==> src/include/ptei_pkg.sv <==
package ptei_pkg;

    // Register bus geometry.
    localparam int ADDR_W = 12;
    localparam int DATA_W = 32;

    // Register byte offsets.
    localparam logic [ADDR_W-1:0] OFF_FIXED_LAT_TASK = 12'h078;
    localparam logic [ADDR_W-1:0] OFF_VAR_LAT_TASK = 12'h07c;
    localparam logic [ADDR_W-1:0] OFF_SUPPLY_WARN_EVT = 12'h108;
    localparam logic [ADDR_W-1:0] OFF_SLEEP_ENTRY_EVT = 12'h114;
    localparam logic [ADDR_W-1:0] OFF_SLEEP_EXIT_EVT = 12'h118;
    localparam logic [ADDR_W-1:0] OFF_IRQ_ENABLE_SET = 12'h304;
    localparam logic [ADDR_W-1:0] OFF_IRQ_ENABLE_CLR = 12'h308;
    localparam logic [ADDR_W-1:0] OFF_IRQ_STATUS = 12'h600;
    localparam logic [ADDR_W-1:0] OFF_LATENCY_STATUS = 12'h604;

    // Field positions.
    localparam int TASK_BIT = 0;
    localparam int EVT_FLAG_BIT = 0;
    localparam int NUM_EVT = 3;
    localparam int IRQ_SUPPLY_WARN_BIT = 0;
    localparam int IRQ_SLEEP_ENTRY_BIT = 1;
    localparam int IRQ_SLEEP_EXIT_BIT = 2;
    localparam int LAT_FIXED_BIT = 0;

    // Reset values.
    localparam logic [NUM_EVT-1:0] IRQ_ENABLE_RST = 3'h0;
    localparam logic [NUM_EVT-1:0] EVT_FLAG_RST = 3'h0;
    localparam logic [DATA_W-1:0] RDATA_RST = 32'h0000_0000;

    // Latency operating mode, one-hot.
    typedef enum logic [1:0] {
        PTEI_LAT_VARIABLE = 2'b01,
        PTEI_LAT_FIXED = 2'b10
    } ptei_lat_mode_t;

    localparam ptei_lat_mode_t LAT_MODE_RST = PTEI_LAT_VARIABLE;

endpackage

==> src/rtl/ptei_sync.sv <==
`timescale 1ns/10ps
`default_nettype none

// Two flip-flop synchroniser; the first stage feeds only the second.
module ptei_sync #(
    parameter int WIDTH = 1
) (
    input wire logic clock_in,
    input wire logic rst_n_in,
    input wire logic [WIDTH-1:0] async_in,
    output logic [WIDTH-1:0] sync_out
);

    logic [WIDTH-1:0] stage1_q;
    logic [WIDTH-1:0] stage2_q;

    always_ff @(posedge clock_in or negedge rst_n_in) begin
        if (!rst_n_in) begin
            stage1_q <= '0;
            stage2_q <= '0;
        end else begin
            stage1_q <= async_in;
            stage2_q <= stage1_q;
        end
    end

    assign sync_out = stage2_q;

endmodule

`default_nettype wire

==> src/rtl/ptei_top.sv <==
`timescale 1ns/10ps
`default_nettype none

// Overview of operation
// - Writing one at 0x078 selects fixed latency.
// - Writing one at 0x07c selects variable latency.
// - Sleep entry sets the entry event flag.
// - Sleep exit sets the exit event flag.
// - Enable-set write ones enable those interrupts.
// - Enable-clear write ones disable those interrupts.
// - Both enable registers read shared state, reset zero.
module ptei_top
    import ptei_pkg::*;
(
    input wire logic clock_in,
    input wire logic rst_n_in,
    input wire logic [ADDR_W-1:0] bus_addr_in,
    input wire logic [DATA_W-1:0] bus_wdata_in,
    input wire logic bus_write_in,
    input wire logic bus_read_in,
    output logic [DATA_W-1:0] bus_rdata_out,
    input wire logic supply_drop_warning_in,
    input wire logic cpu_sleep_state_in,
    output logic latency_fixed_out,
    output logic fixed_latency_trigger_out,
    output logic variable_latency_trigger_out,
    output logic supply_drop_warning_event_out,
    output logic cpu_sleep_entry_event_out,
    output logic cpu_sleep_exit_event_out,
    output logic irq_out
);

    function automatic logic hit(input logic [ADDR_W-1:0] addr,
                                 input logic [ADDR_W-1:0] offset);
        hit = (addr == offset);
    endfunction

    // Reset release path: asserted at once, released after two edges.
    logic rst_sync_n;

    ptei_sync #(
        .WIDTH(1)
    ) u_rst_sync (
        .clock_in(clock_in),
        .rst_n_in(rst_n_in),
        .async_in(1'b1),
        .sync_out(rst_sync_n)
    );

    // Both status inputs come from outside the clock domain.
    logic [1:0] pin_sync;
    logic warn_level;
    logic sleep_level;

    ptei_sync #(
        .WIDTH(2)
    ) u_pin_sync (
        .clock_in(clock_in),
        .rst_n_in(rst_sync_n),
        .async_in({cpu_sleep_state_in, supply_drop_warning_in}),
        .sync_out(pin_sync)
    );

    assign warn_level = pin_sync[0];
    assign sleep_level = pin_sync[1];

    // Register decode.
    logic wr_fixed_task;
    logic wr_var_task;
    logic wr_warn_evt;
    logic wr_entry_evt;
    logic wr_exit_evt;
    logic wr_en_set;
    logic wr_en_clr;
    logic wr_status;

    assign wr_fixed_task = bus_write_in && hit(bus_addr_in, OFF_FIXED_LAT_TASK);
    assign wr_var_task = bus_write_in && hit(bus_addr_in, OFF_VAR_LAT_TASK);
    assign wr_warn_evt = bus_write_in && hit(bus_addr_in, OFF_SUPPLY_WARN_EVT);
    assign wr_entry_evt = bus_write_in && hit(bus_addr_in, OFF_SLEEP_ENTRY_EVT);
    assign wr_exit_evt = bus_write_in && hit(bus_addr_in, OFF_SLEEP_EXIT_EVT);
    assign wr_en_set = bus_write_in && hit(bus_addr_in, OFF_IRQ_ENABLE_SET);
    assign wr_en_clr = bus_write_in && hit(bus_addr_in, OFF_IRQ_ENABLE_CLR);
    assign wr_status = bus_write_in && hit(bus_addr_in, OFF_IRQ_STATUS);

    // Task triggers and latency mode.
    logic fixed_trig;
    logic var_trig;
    ptei_lat_mode_t lat_mode_q;
    ptei_lat_mode_t lat_mode_d;
    logic fixed_trig_q;
    logic var_trig_q;

    assign fixed_trig = wr_fixed_task && bus_wdata_in[TASK_BIT];
    assign var_trig = wr_var_task && bus_wdata_in[TASK_BIT];

    always_comb begin
        case (lat_mode_q)
            PTEI_LAT_VARIABLE: begin
                if (fixed_trig) begin
                    lat_mode_d = PTEI_LAT_FIXED;
                end else begin
                    lat_mode_d = PTEI_LAT_VARIABLE;
                end
            end
            PTEI_LAT_FIXED: begin
                if (var_trig) begin
                    lat_mode_d = PTEI_LAT_VARIABLE;
                end else begin
                    lat_mode_d = PTEI_LAT_FIXED;
                end
            end
            default: begin
                lat_mode_d = LAT_MODE_RST;
            end
        endcase
    end

    always_ff @(posedge clock_in or negedge rst_sync_n) begin
        if (!rst_sync_n) begin
            lat_mode_q <= LAT_MODE_RST;
        end else begin
            lat_mode_q <= lat_mode_d;
        end
    end

    // Each accepted trigger is also passed on as a one-cycle pulse.
    always_ff @(posedge clock_in or negedge rst_sync_n) begin
        if (!rst_sync_n) begin
            fixed_trig_q <= 1'b0;
            var_trig_q <= 1'b0;
        end else begin
            fixed_trig_q <= fixed_trig;
            var_trig_q <= var_trig;
        end
    end

    // Event detection on the synchronised levels.
    logic warn_prev_q;
    logic sleep_prev_q;
    logic [NUM_EVT-1:0] evt_hit;

    always_ff @(posedge clock_in or negedge rst_sync_n) begin
        if (!rst_sync_n) begin
            warn_prev_q <= 1'b0;
            sleep_prev_q <= 1'b0;
        end else begin
            warn_prev_q <= warn_level;
            sleep_prev_q <= sleep_level;
        end
    end

    always_comb begin
        evt_hit = EVT_FLAG_RST;
        evt_hit[IRQ_SUPPLY_WARN_BIT] = warn_level && !warn_prev_q;
        evt_hit[IRQ_SLEEP_ENTRY_BIT] = sleep_level && !sleep_prev_q;
        evt_hit[IRQ_SLEEP_EXIT_BIT] = !sleep_level && sleep_prev_q;
    end

    // Event flags. A hardware event in the same cycle as a software
    // clear wins, so no event is lost.
    logic [NUM_EVT-1:0] evt_q;
    logic [NUM_EVT-1:0] evt_d;
    logic [NUM_EVT-1:0] evt_wr;
    logic [NUM_EVT-1:0] status_clr;

    assign evt_wr[IRQ_SUPPLY_WARN_BIT] = wr_warn_evt;
    assign evt_wr[IRQ_SLEEP_ENTRY_BIT] = wr_entry_evt;
    assign evt_wr[IRQ_SLEEP_EXIT_BIT] = wr_exit_evt;
    assign status_clr = wr_status ? bus_wdata_in[NUM_EVT-1:0] : EVT_FLAG_RST;

    always_comb begin
        evt_d = evt_q;
        for (int i = 0; i < NUM_EVT; i++) begin
            if (evt_wr[i]) begin
                evt_d[i] = bus_wdata_in[EVT_FLAG_BIT];
            end
            if (status_clr[i]) begin
                evt_d[i] = 1'b0;
            end
            if (evt_hit[i]) begin
                evt_d[i] = 1'b1;
            end
        end
    end

    always_ff @(posedge clock_in or negedge rst_sync_n) begin
        if (!rst_sync_n) begin
            evt_q <= EVT_FLAG_RST;
        end else begin
            evt_q <= evt_d;
        end
    end

    // Event pulses for other blocks, one cycle per detected event.
    logic [NUM_EVT-1:0] evt_pulse_q;

    always_ff @(posedge clock_in or negedge rst_sync_n) begin
        if (!rst_sync_n) begin
            evt_pulse_q <= EVT_FLAG_RST;
        end else begin
            evt_pulse_q <= evt_hit;
        end
    end

    // Shared interrupt enable state; set and clear in one cycle cannot
    // happen because only one strobe is live at a time.
    logic [NUM_EVT-1:0] irq_en_q;

    always_ff @(posedge clock_in or negedge rst_sync_n) begin
        if (!rst_sync_n) begin
            irq_en_q <= IRQ_ENABLE_RST;
        end else if (wr_en_set) begin
            irq_en_q <= irq_en_q | bus_wdata_in[NUM_EVT-1:0];
        end else if (wr_en_clr) begin
            irq_en_q <= irq_en_q & ~bus_wdata_in[NUM_EVT-1:0];
        end
    end

    // Interrupt level.
    logic irq_q;

    always_ff @(posedge clock_in or negedge rst_sync_n) begin
        if (!rst_sync_n) begin
            irq_q <= 1'b0;
        end else begin
            irq_q <= |(evt_q & irq_en_q);
        end
    end

    // Read path: data stands only in the cycle after the strobe.
    logic [DATA_W-1:0] rdata_d;
    logic [DATA_W-1:0] rdata_q;

    always_comb begin
        rdata_d = RDATA_RST;
        if (bus_read_in) begin
            case (bus_addr_in)
                OFF_SUPPLY_WARN_EVT: begin
                    rdata_d[EVT_FLAG_BIT] = evt_q[IRQ_SUPPLY_WARN_BIT];
                end
                OFF_SLEEP_ENTRY_EVT: begin
                    rdata_d[EVT_FLAG_BIT] = evt_q[IRQ_SLEEP_ENTRY_BIT];
                end
                OFF_SLEEP_EXIT_EVT: begin
                    rdata_d[EVT_FLAG_BIT] = evt_q[IRQ_SLEEP_EXIT_BIT];
                end
                OFF_IRQ_ENABLE_SET, OFF_IRQ_ENABLE_CLR: begin
                    rdata_d[NUM_EVT-1:0] = irq_en_q;
                end
                OFF_IRQ_STATUS: begin
                    rdata_d[NUM_EVT-1:0] = evt_q;
                end
                OFF_LATENCY_STATUS: begin
                    rdata_d[LAT_FIXED_BIT] = (lat_mode_q == PTEI_LAT_FIXED);
                end
                default: begin
                    // Task registers are write-only and unmapped
                    // addresses read zero.
                    rdata_d = RDATA_RST;
                end
            endcase
        end
    end

    always_ff @(posedge clock_in or negedge rst_sync_n) begin
        if (!rst_sync_n) begin
            rdata_q <= RDATA_RST;
        end else begin
            rdata_q <= rdata_d;
        end
    end

    assign bus_rdata_out = rdata_q;
    assign latency_fixed_out = (lat_mode_q == PTEI_LAT_FIXED);
    assign fixed_latency_trigger_out = fixed_trig_q;
    assign variable_latency_trigger_out = var_trig_q;
    assign supply_drop_warning_event_out = evt_pulse_q[IRQ_SUPPLY_WARN_BIT];
    assign cpu_sleep_entry_event_out = evt_pulse_q[IRQ_SLEEP_ENTRY_BIT];
    assign cpu_sleep_exit_event_out = evt_pulse_q[IRQ_SLEEP_EXIT_BIT];
    assign irq_out = irq_q;

endmodule

`default_nettype wire
==> config.mk <==
export PLATFORM = sky130hd
export DESIGN_NAME = ptei_top
export DESIGN_NICKNAME = d
export VERILOG_FILES = /design/src/include/ptei_pkg.sv /design/src/rtl/ptei_sync.sv /design/src/rtl/ptei_top.sv
export SDC_FILE = /design/constraint.sdc
export NUM_CORES = 1
export LEC_CHECK = 0
export BUFFER_PORTS_ARGS = -buffer_cell sky130_fd_sc_hd__buf_2
export CORE_ASPECT_RATIO = 1.2
export CORE_MARGIN = 2
export CORE_UTILIZATION = 42
export CTS_CLUSTER_SIZE = 14
export DETAILED_ROUTE_END_ITERATION = 8
export GPL_TIMING_DRIVEN = 0
export PLACE_DENSITY = 0.9
export SYNTH_ARGS = -nofsm -noshare
export SYNTH_HDL_FRONTEND = slang
export SYNTH_SLANG_ARGS = --single-unit
==> constraint.sdc <==
create_clock -name clock_in -period 0.9 [get_ports clock_in]
set_input_delay 0 -clock clock_in [delete_from_list [all_inputs] [get_ports clock_in]]
set_output_delay 0 -clock clock_in [all_outputs]
set_load 0.02 [all_outputs]
# ---- Word level (Yosys, flattened, before mapping)
# Cells that the tools add are included.
dict set report op_classes {
  n_div 0
  mul 0
  shifts 0
  reduce_logical 23
  n_mux 18
  order_cmp 0
  eq_ne 11
  bitwise 4
  add_sub_neg 0
}
# operator count
set ops {}
lappend ops {{== test 12 x 9 -> 1 bit, second input constant} 3}
lappend ops {{== test 12 x 10 -> 1 bit, second input constant} 2}
lappend ops {{== test 12 x 11 -> 1 bit, second input constant} 2}
lappend ops {{== test 12 x 7 -> 1 bit, second input constant} 2}
lappend ops {{logical AND 1 bit} 13}
lappend ops {{two-way mux 3 bit} 4}
lappend ops {{two-way mux 1 bit} 9}
lappend ops {{nonzero test 3 bit} 3}
lappend ops {{case mux 2 bit (2 select lines)} 2}
lappend ops {{AND 3 bit} 2}
lappend ops {{case mux 1 bit (5 select lines)} 1}
lappend ops {{two-way mux 2 bit} 2}
lappend ops {{OR reduction 2 bit} 2}
lappend ops {{logical NOT 1 bit} 3}
lappend ops {{inverter 3 bit} 1}
lappend ops {{bitwise OR 3 bit} 1}
lappend ops {{OR reduction 3 bit} 1}
lappend ops {{== test 2 x 1 -> 1 bit, second input constant} 1}
lappend ops {{== test 2 bit, second input constant} 1}
lappend ops {{nonzero test 2 bit} 1}
dict set report word_totals {
  register_bits 54
  ramBits 0
  latchBits 0
  memories 0
  elab_cells 72
  inputBits 50
  mem_bits_ro 0
  output_inout_bits 39
}

# ---- Depth between registers and ports, before layout
# Gate-level depths: netlist of run 1.
dict set report depth {
  depth_word 5
  depth_mapped 6
  ltp_nobuf 6
}

# ---- Cells and area by module
# Synthesis of run 1 repeated with hierarchy kept, for this count alone.
dict set report unflattened {
  hier_cells 132
  hier_area_um2 1452.6
}
# module instances cells_per_inst area_per_inst_um2 seq_area_each_um2
set modules_own_cells {}
lappend modules_own_cells {ptei_top 1 126 1302.5 476.7}
lappend modules_own_cells {{ptei_sync (u_pin_sync)} 1 4 100.1 100.1}
lappend modules_own_cells {{ptei_sync (u_rst_sync)} 1 2 50.0 50.0}

# ---- Worst setup path before layout of run 1
# Ideal clock, no wire load.
dict set report synth_path {
  kind {flip-flop to flip-flop}
  from {register lat_mode_q[0]}
  to {register rdata_q[0] (netlist: bus_rdata_out[0])}
  synth_period_minus_slack_ns 1.375
  t_required_ns 0.762
  slack_ns -0.475
  setup_ns 0.138
  stages_incl_launch_ff 7
  arrival_ns 1.237
  n_path_buf 0
  path_cell_list {dfstp_2 inv_1 ha_1 nand2b_1 nor4_2 a31oi_1 o221ai_1}
}
dict set report synth_between {
  elab_chain_cells 3
}
# element line_no
set synth_rtl {}
lappend synth_rtl {{from (decl)} ptei_top.sv:89} ;# ptei_lat_mode_t lat_mode_q;
lappend synth_rtl {{from (signal assigned)} ptei_top.sv:123} ;# lat_mode_q <= lat_mode_d;
lappend synth_rtl {{== test 2 bit} -}
lappend synth_rtl {{named net latency_fixed_out} ptei_top.sv:24} ;# output logic latency_fixed_out,
lappend synth_rtl {{case mux 1 bit (5 select lines)} ptei_top.sv:238} ;# case (bus_addr_in)
lappend synth_rtl {{two-way mux 3 bit} ptei_top.sv:237} ;# if (bus_read_in) begin
lappend synth_rtl {{named net rdata_d[0]} ptei_top.sv:232} ;# logic [DATA_W-1:0] rdata_d;
lappend synth_rtl {{to (signal assigned)} ptei_top.sv:270} ;# rdata_q <= rdata_d;
lappend synth_rtl {{to (decl)} ptei_top.sv:233} ;# logic [DATA_W-1:0] rdata_q;
# The timed path passes the listed nets, and every way through them passes these cells.
# A chain may end at the register's enable or synchronous reset.

# ---- Worst setup path after layout of run 1
dict set report layout_path {
  from {register lat_mode_q[0]}
  to {register rdata_q[0] (netlist: bus_rdata_out[0])}
}
dict set report layout_between {
  elab_chain_cells 3
}
# element line_no
set layout_rtl {}
lappend layout_rtl {{== test 2 bit} ptei_top.sv:255} ;# rdata_d[LAT_FIXED_BIT] = (lat_mode_q == PTEI_LAT_FIXED);
lappend layout_rtl {{case mux 1 bit (5 select lines)} ptei_top.sv:238}
lappend layout_rtl {{two-way mux 3 bit} ptei_top.sv:237}
lappend layout_rtl {{named net rdata_d[0]} ptei_top.sv:232}
# The timed path passes the listed nets, and every way through them passes these cells.

==> flow_summary.yaml, run 1 <==
cells_and_area:
  nFillCells: 263
  utilization_pct: 66.70
  layout-drive-gt1-share_pct: 50.69
  antenna_cells: 0
  syn_to_final_growth_pct: 55.05
  nets: 270
  instances_no_fill: 254
global_routing:
  antenna_found_initial: 0
  grt-ovfl-total: 0
  grt_pass1_wl_um: 5313
  grtUsageTotal_pct: 18.29
  grt_pass1_vias: 1190
  grt_max_degree: 24
clock_tree:
  h-tree-depth: 1
  clock-root-buffer: "clkbuf_8"
  cts_tree: "built"
  path_clk_slew_ns: 0.09
  ctsLongestPathBuffers: 2
  cts.sinks: 25
  clock_latency_ns: 0.27
  numCtsBuffers: 3
route:
  drc: 0
  wl_per_cell_um: 12.78
  ant_nets: 0
  dr.pass1.iters: 4
  via_per_inst: 4.839
  vias: 1229
  drtIter0Drc: 42
  wl_um: 3247
timing:
  fin_skew_ns: 0.001144
  slew_violations: 0
  final.setup.worst_slack_ns: -0.3920
  timing.fmax_mhz: 774.0
  finalHoldViolations: 0
  period_share_pct: 143.6
  rsz0062_at_grt: "true"
  period_minus_slack_ns: 1.292
  hold_ws_ns: 0.005313
  setup_viol: 8
floorplanning:
  ios: 89
  die_y_um: 67.50
  dieWidth_um: 56.92
  std_cell_rows: 23
  dieArea_mm2: 0.003842
  coreArea_mm2: 0.003281
  initial_core_util_pct: 43.02
worst_setup_path:
  crit_type: "reg2reg"
  path_cells: "inv_2 -> ha_4 -> nand2b_1 -> nor4_2 -> a31oi_1 -> o221ai_1"
  arrival_ns: 1.44
  cp_top_family: "flip-flops"
  start_kind: "flop"
  slowest_delay_ns: 0.55
  cpMaxStageDelayCell: "dfstp_2"
  r2r_slack_ns: -0.39
  cp_max_fo: 3
  critPathBufInv: 1
  cp_data_required_time_ns: 1.05
  worstSetupEndpointType: "flop"
pwr:
  power_mw: 2.398
  ir_drop_v: 0.001217
  power_density_mw_per_mm2: 1096
  p_leak_nw: 1.097
place:
  gp_congestion: 0.9098
  port_buffers: 29
  place_hpwl_um: 2231
  placedCellCount: 232
  dp_worst_setup_slack_ns: -0.5143
job:
  drv_cap: 0
yosys:
  synth_ff_type: "dfrtp_1"
  yosysUniqueCellTypes: 45
  synthCells: 138
  ys.warnings.count: 0
  ys_seq_area_share_pct: 44.41
  ys_ff_latch: 25
  avgSynthCellArea_um2: 10.23
  synth_area_mm2: 0.001411
  async_reset_ff_share_pct: 100.0
  synth_edf_count: 0
status:
  status: "complete, but fails checks"
  violations: "negative setup slack"
worst_hold_path:
  hold_class: "in2reg"
==> cell families after synthesis <==
family / after synthesis / share of synthesized area [%]
fa+ha+maj: 2 / 1.773
compound gates: 18 / 9.310
flops: 25 / 44.42
other cells: 2 / 0.5321
buf+inv: 36 / 17.38
simple gates: 53 / 25.09
mux: 2 / 1.507
==> per-stage QoR <==
stage               TNS, ns  instance area [um^2]
finish               -1.486                  2188
global route         -2.079                  2188
CTS                  -1.248                  2067
detailed placement   -7.363                  1804
global placement     -6.227                  1804
floorplan            -1.561                  1613
==> layout make-up <==
type / count / area, um^2 / share of cell area [%]
buffer: 31 / 232.7 / 10.63
inverter: 5 / 18.77 / 0.8576
sequential: 25 / 629.4 / 28.76
clock inverter: 1 / 7.507 / 0.3431
clock buffer: 3 / 41.29 / 1.887
timing repair buffer: 47 / 382.9 / 17.50
multi-input combinational: 105 / 829.5 / 37.91
tap: 37 / 46.29 / 2.115
==> cells in the mapped netlist (2+ instances only) <==
cell / count / area [um^2]
a21oi_1: 2 / 10.01
a32oi_1: 2 / 17.52
and3_1: 3 / 18.77
and4_1: 2 / 17.52
buf_4: 29 / 217.7
conb_1: 2 / 7.510
dfrtp_1: 24 / 600.6
ha_1: 2 / 25.02
inv_1: 5 / 18.77
nand2_1: 10 / 37.54
nand3_1: 3 / 15.01
nand4_1: 5 / 31.28
nor2_1: 4 / 15.01
nor2b_1: 4 / 25.02
nor4_1: 4 / 25.02
nor4_2: 2 / 25.02
nor4b_1: 2 / 17.52
nor4bb_1: 2 / 20.02
o21ai_0: 2 / 10.01
o31ai_1: 3 / 22.52
or4b_1: 2 / 20.02
==> layer usage <==
metal / part of all wire [%] / global-route usage (%)
met2: 54 / 32.47
met5: 0 / 0
met4: 3.4 / 12.50
met1: 37 / 20.29
met3: 5.0 / 2.490
==> where the power goes <==
| group | total, mW | switching (mW) | internal (mW) |
|---|---|---|---|
| Clock | 0.701 | 0.386 | 0.315 |
| Sequential | 1.18 | 0.0268 | 1.15 |
| Combinational | 0.520 | 0.273 | 0.247 |
==> final timing paths <==
path                                startpoint                      to  cells past startpoint
setup / recovery                 lat_mode_q[0]        bus_rdata_out[0]                      6
hold / removal                     bus_read_in        bus_rdata_out[1]                      2
setup reg to reg                 lat_mode_q[0]        bus_rdata_out[0]                      6
hold reg to reg            u_rst_sync.sync_out  u_pin_sync.stage1_q[0]                      0
max in group asynchronous  u_rst_sync.sync_out                evt_q[1]                      0
min in group asynchronous             rst_n_in     u_rst_sync.sync_out                      2
==> cells in the final DEF, fill, tap and decap left out, types with 2 or more instances in the layout <==
cell and instances:
a32oi_1 2, and3_1 2, buf_4 43, nand2_1 8, o31ai_2 2, conb_1 30, dlygate4sd3_1 4, nor4b_4 2
nor4_4 4, dfrtp_2 2, nand4_1 5, clkbuf_8 3, nor2b_1 4, nor2_1 3, buf_2 18, nand3_1 3
nand2_2 2, o21ai_0 2, or4b_4 3, inv_1 4, dfrtp_1 22, buf_8 4, buf_6 7
==> what timing repair did <==
action / in CTS / in global routing
endpoints found under the hold margin: 4 / 1
buffers inserted: 9 / 5
setup endpoints to repair: 36 / 15
gates resized for setup: 28 / 22
gates cloned: 0 / 0
pin swaps: 18 / 11
hold buffers: 3 / 1
No activity file was read; power rests on OpenSTA's default activity.
==> inputs of run 2 (changes only) <==
--- a/config.mk
+++ b/config.mk
@@ -6,7 +6,7 @@
 export NUM_CORES = 1
 export LEC_CHECK = 0
 export BUFFER_PORTS_ARGS = -buffer_cell sky130_fd_sc_hd__buf_2
-export CORE_ASPECT_RATIO = 1.2
+export CORE_ASPECT_RATIO = 0.5
 export CORE_MARGIN = 2
 export CORE_UTILIZATION = 42
 export CTS_CLUSTER_SIZE = 14
==> run 2 against run 1 <==
Compared with the run above: the run still ends with negative setup slack left; worst hold slack better by 0.019 ns; wire length is 14% higher; first-iteration DRC count grew to 2.5 times the previous value; critical path type unchanged.
==> flow_summary.yaml, run 2 (synthesis gave the netlist of run 1 again) <==
status:
  status: "complete, but fails checks"
  violations: "negative setup slack"
pwr:
  p_leak_nw: 1.088
  ir_drop_v: 0.0005725
  power_density_mw_per_mm2: 1105
clock_tree:
  numCtsBuffers: 3
  ctsLongestPathBuffers: 2
  cts_tree: "built"
  path_clk_slew_ns: 0.09
  cts.sinks: 25
  h-tree-depth: 1
  clock_latency_ns: 0.27
  clock-root-buffer: "clkbuf_8"
timing:
  period_minus_slack_ns: 1.289
  rsz0062_at_grt: "true"
  finalHoldViolations: 0
  hold_ws_ns: 0.02386
  final.setup.worst_slack_ns: -0.3886
  slew_violations: 0
  fin_skew_ns: 0.001375
  period_share_pct: 143.2
  timing.fmax_mhz: 776.0
  setup_viol: 13
worst_setup_path:
  slowest_delay_ns: 0.55
  cpMaxStageDelayCell: "dfstp_2"
  worstSetupEndpointType: "flop"
  start_kind: "flop"
  cp_max_fo: 3
  cp_top_family: "flip-flops"
  path_cells: "inv_2 -> ha_4 -> nand2b_4 -> nor4_2 -> a31oi_1 -> o221ai_1"
  crit_type: "reg2reg"
  critPathBufInv: 1
  arrival_ns: 1.42
  cp_data_required_time_ns: 1.04
cells_and_area:
  nFillCells: 211
  antenna_cells: 0
  multi_input_area_um2: 823.3
  mostFrequentLayoutCells: "buf_4, conb_1, dfrtp_1, buf_2"
  syn_to_final_growth_pct: 54.08
  layout-drive-gt1-share_pct: 51.39
  final_common_cell: "buf_4"
  seqCellArea_um2: 628.1
  utilization_pct: 70.14
  nets: 269
place:
  port_buffers: 29
  gp_congestion: 0.8422
  dp_worst_setup_slack_ns: -0.5562
  place_hpwl_um: 2363
floorplanning:
  dieArea_mm2: 0.003868
  coreArea_mm2: 0.003100
  std_cell_rows: 14
  initial_core_util_pct: 45.52
  die_y_um: 44.99
  ios: 89
  dieWidth_um: 85.98
route:
  ant_nets: 0
  via_per_inst: 5.098
  dr.pass1.iters: 7
  vias: 1305
  drc: 0
  drtIter0Drc: 106
  wl_per_cell_um: 14.46
  wl_um: 3701
global_routing:
  antenna_found_initial: 0
  grt-ovfl-total: 0
  grtUsageTotal_pct: 19.12
  grt_max_degree: 24
  grt_pass1_wl_um: 5678
  grt_pass1_vias: 1217
job:
  drv_cap: 0
worst_hold_path:
  hold_class: "in2reg"
-- run 2: cell types whose count changed in the layout (fill, tap and decap cells not counted), sizes merged --
cell         previous run  this run
dlygate4sd3             4         3
inv                     5         6
clkinvlp                1         0
-- run 2: worst paths after layout --
check / cells after the start / slack (ns) / startpoint / endpoint
max in group asynchronous: 0 / 0.31 / u_rst_sync.sync_out / lat_mode_q[0]
min: 2 / 0.02 / bus_read_in / bus_rdata_out[2]
max: 6 / -0.39 / lat_mode_q[0] / bus_rdata_out[0]
max reg2reg: 6 / -0.39 / lat_mode_q[0] / bus_rdata_out[0]
min in group asynchronous: 2 / 0.06 / rst_n_in / u_rst_sync.stage1_q
min reg2reg: 0 / 0.24 / u_rst_sync.sync_out / warn_prev_q
-- run 2: cell type report --
cell class / instances / area share, %
Timing Repair Buffer: 47 / 17.61
Clock buffer: 3 / 1.899
Multi-Input combinational cell: 105 / 37.86
Buffer: 30 / 10.18
Sequential cell: 25 / 28.88
Tap cell: 40 / 2.301
Clock inverter: 1 / 0.4028
Inverter: 5 / 0.8631
-- run 2: metal layers --
layer | vias to the layer above | share of wire [%] | GRT usage (%)
met1 | 612 | 40 | 23.86
met4 | 0 | 1.6 | 6.349
met3 | 10 | 8.5 | 4.753
li1 | 600 | - | -
met2 | 83 | 49 | 33.49
met5 | - | 0 | 0
-- run 2: where the power goes --
group	leakage [nW]	internal, mW	switching (mW)	total, mW
combinational	0.755	0.247	0.279	0.526
clock	0.0261	0.325	0.376	0.701
sequential	0.307	1.15	0.0263	1.18
-- run 2: stage by stage --
| step | setup TNS, ns | area (um^2) | instances | power (mW) |
|---|---|---|---|---|
| 3_3_place_gp | -6.058 | 1808 | 235 | 1.594 |
| 3_5_place_dp | -8.000 | 1808 | 235 | 1.603 |
| 2_1_floorplan | -1.561 | 1613 | 166 | 1.487 |
| 5_1_grt | -2.328 | 2175 | 256 | 2.513 |
| 4_1_cts | -1.334 | 2029 | 250 | 2.351 |
| 6_report | -1.921 | 2175 | 256 | 2.402 |
-- run 2: repair_timing --
item	4_1_cts	5_1_grt
resized for setup	21	30
setup endpoints to repair	37	14
pin swaps	11	13
setup buffers	9	6
hold buffers	3	0
endpoints found under the hold margin	4	0
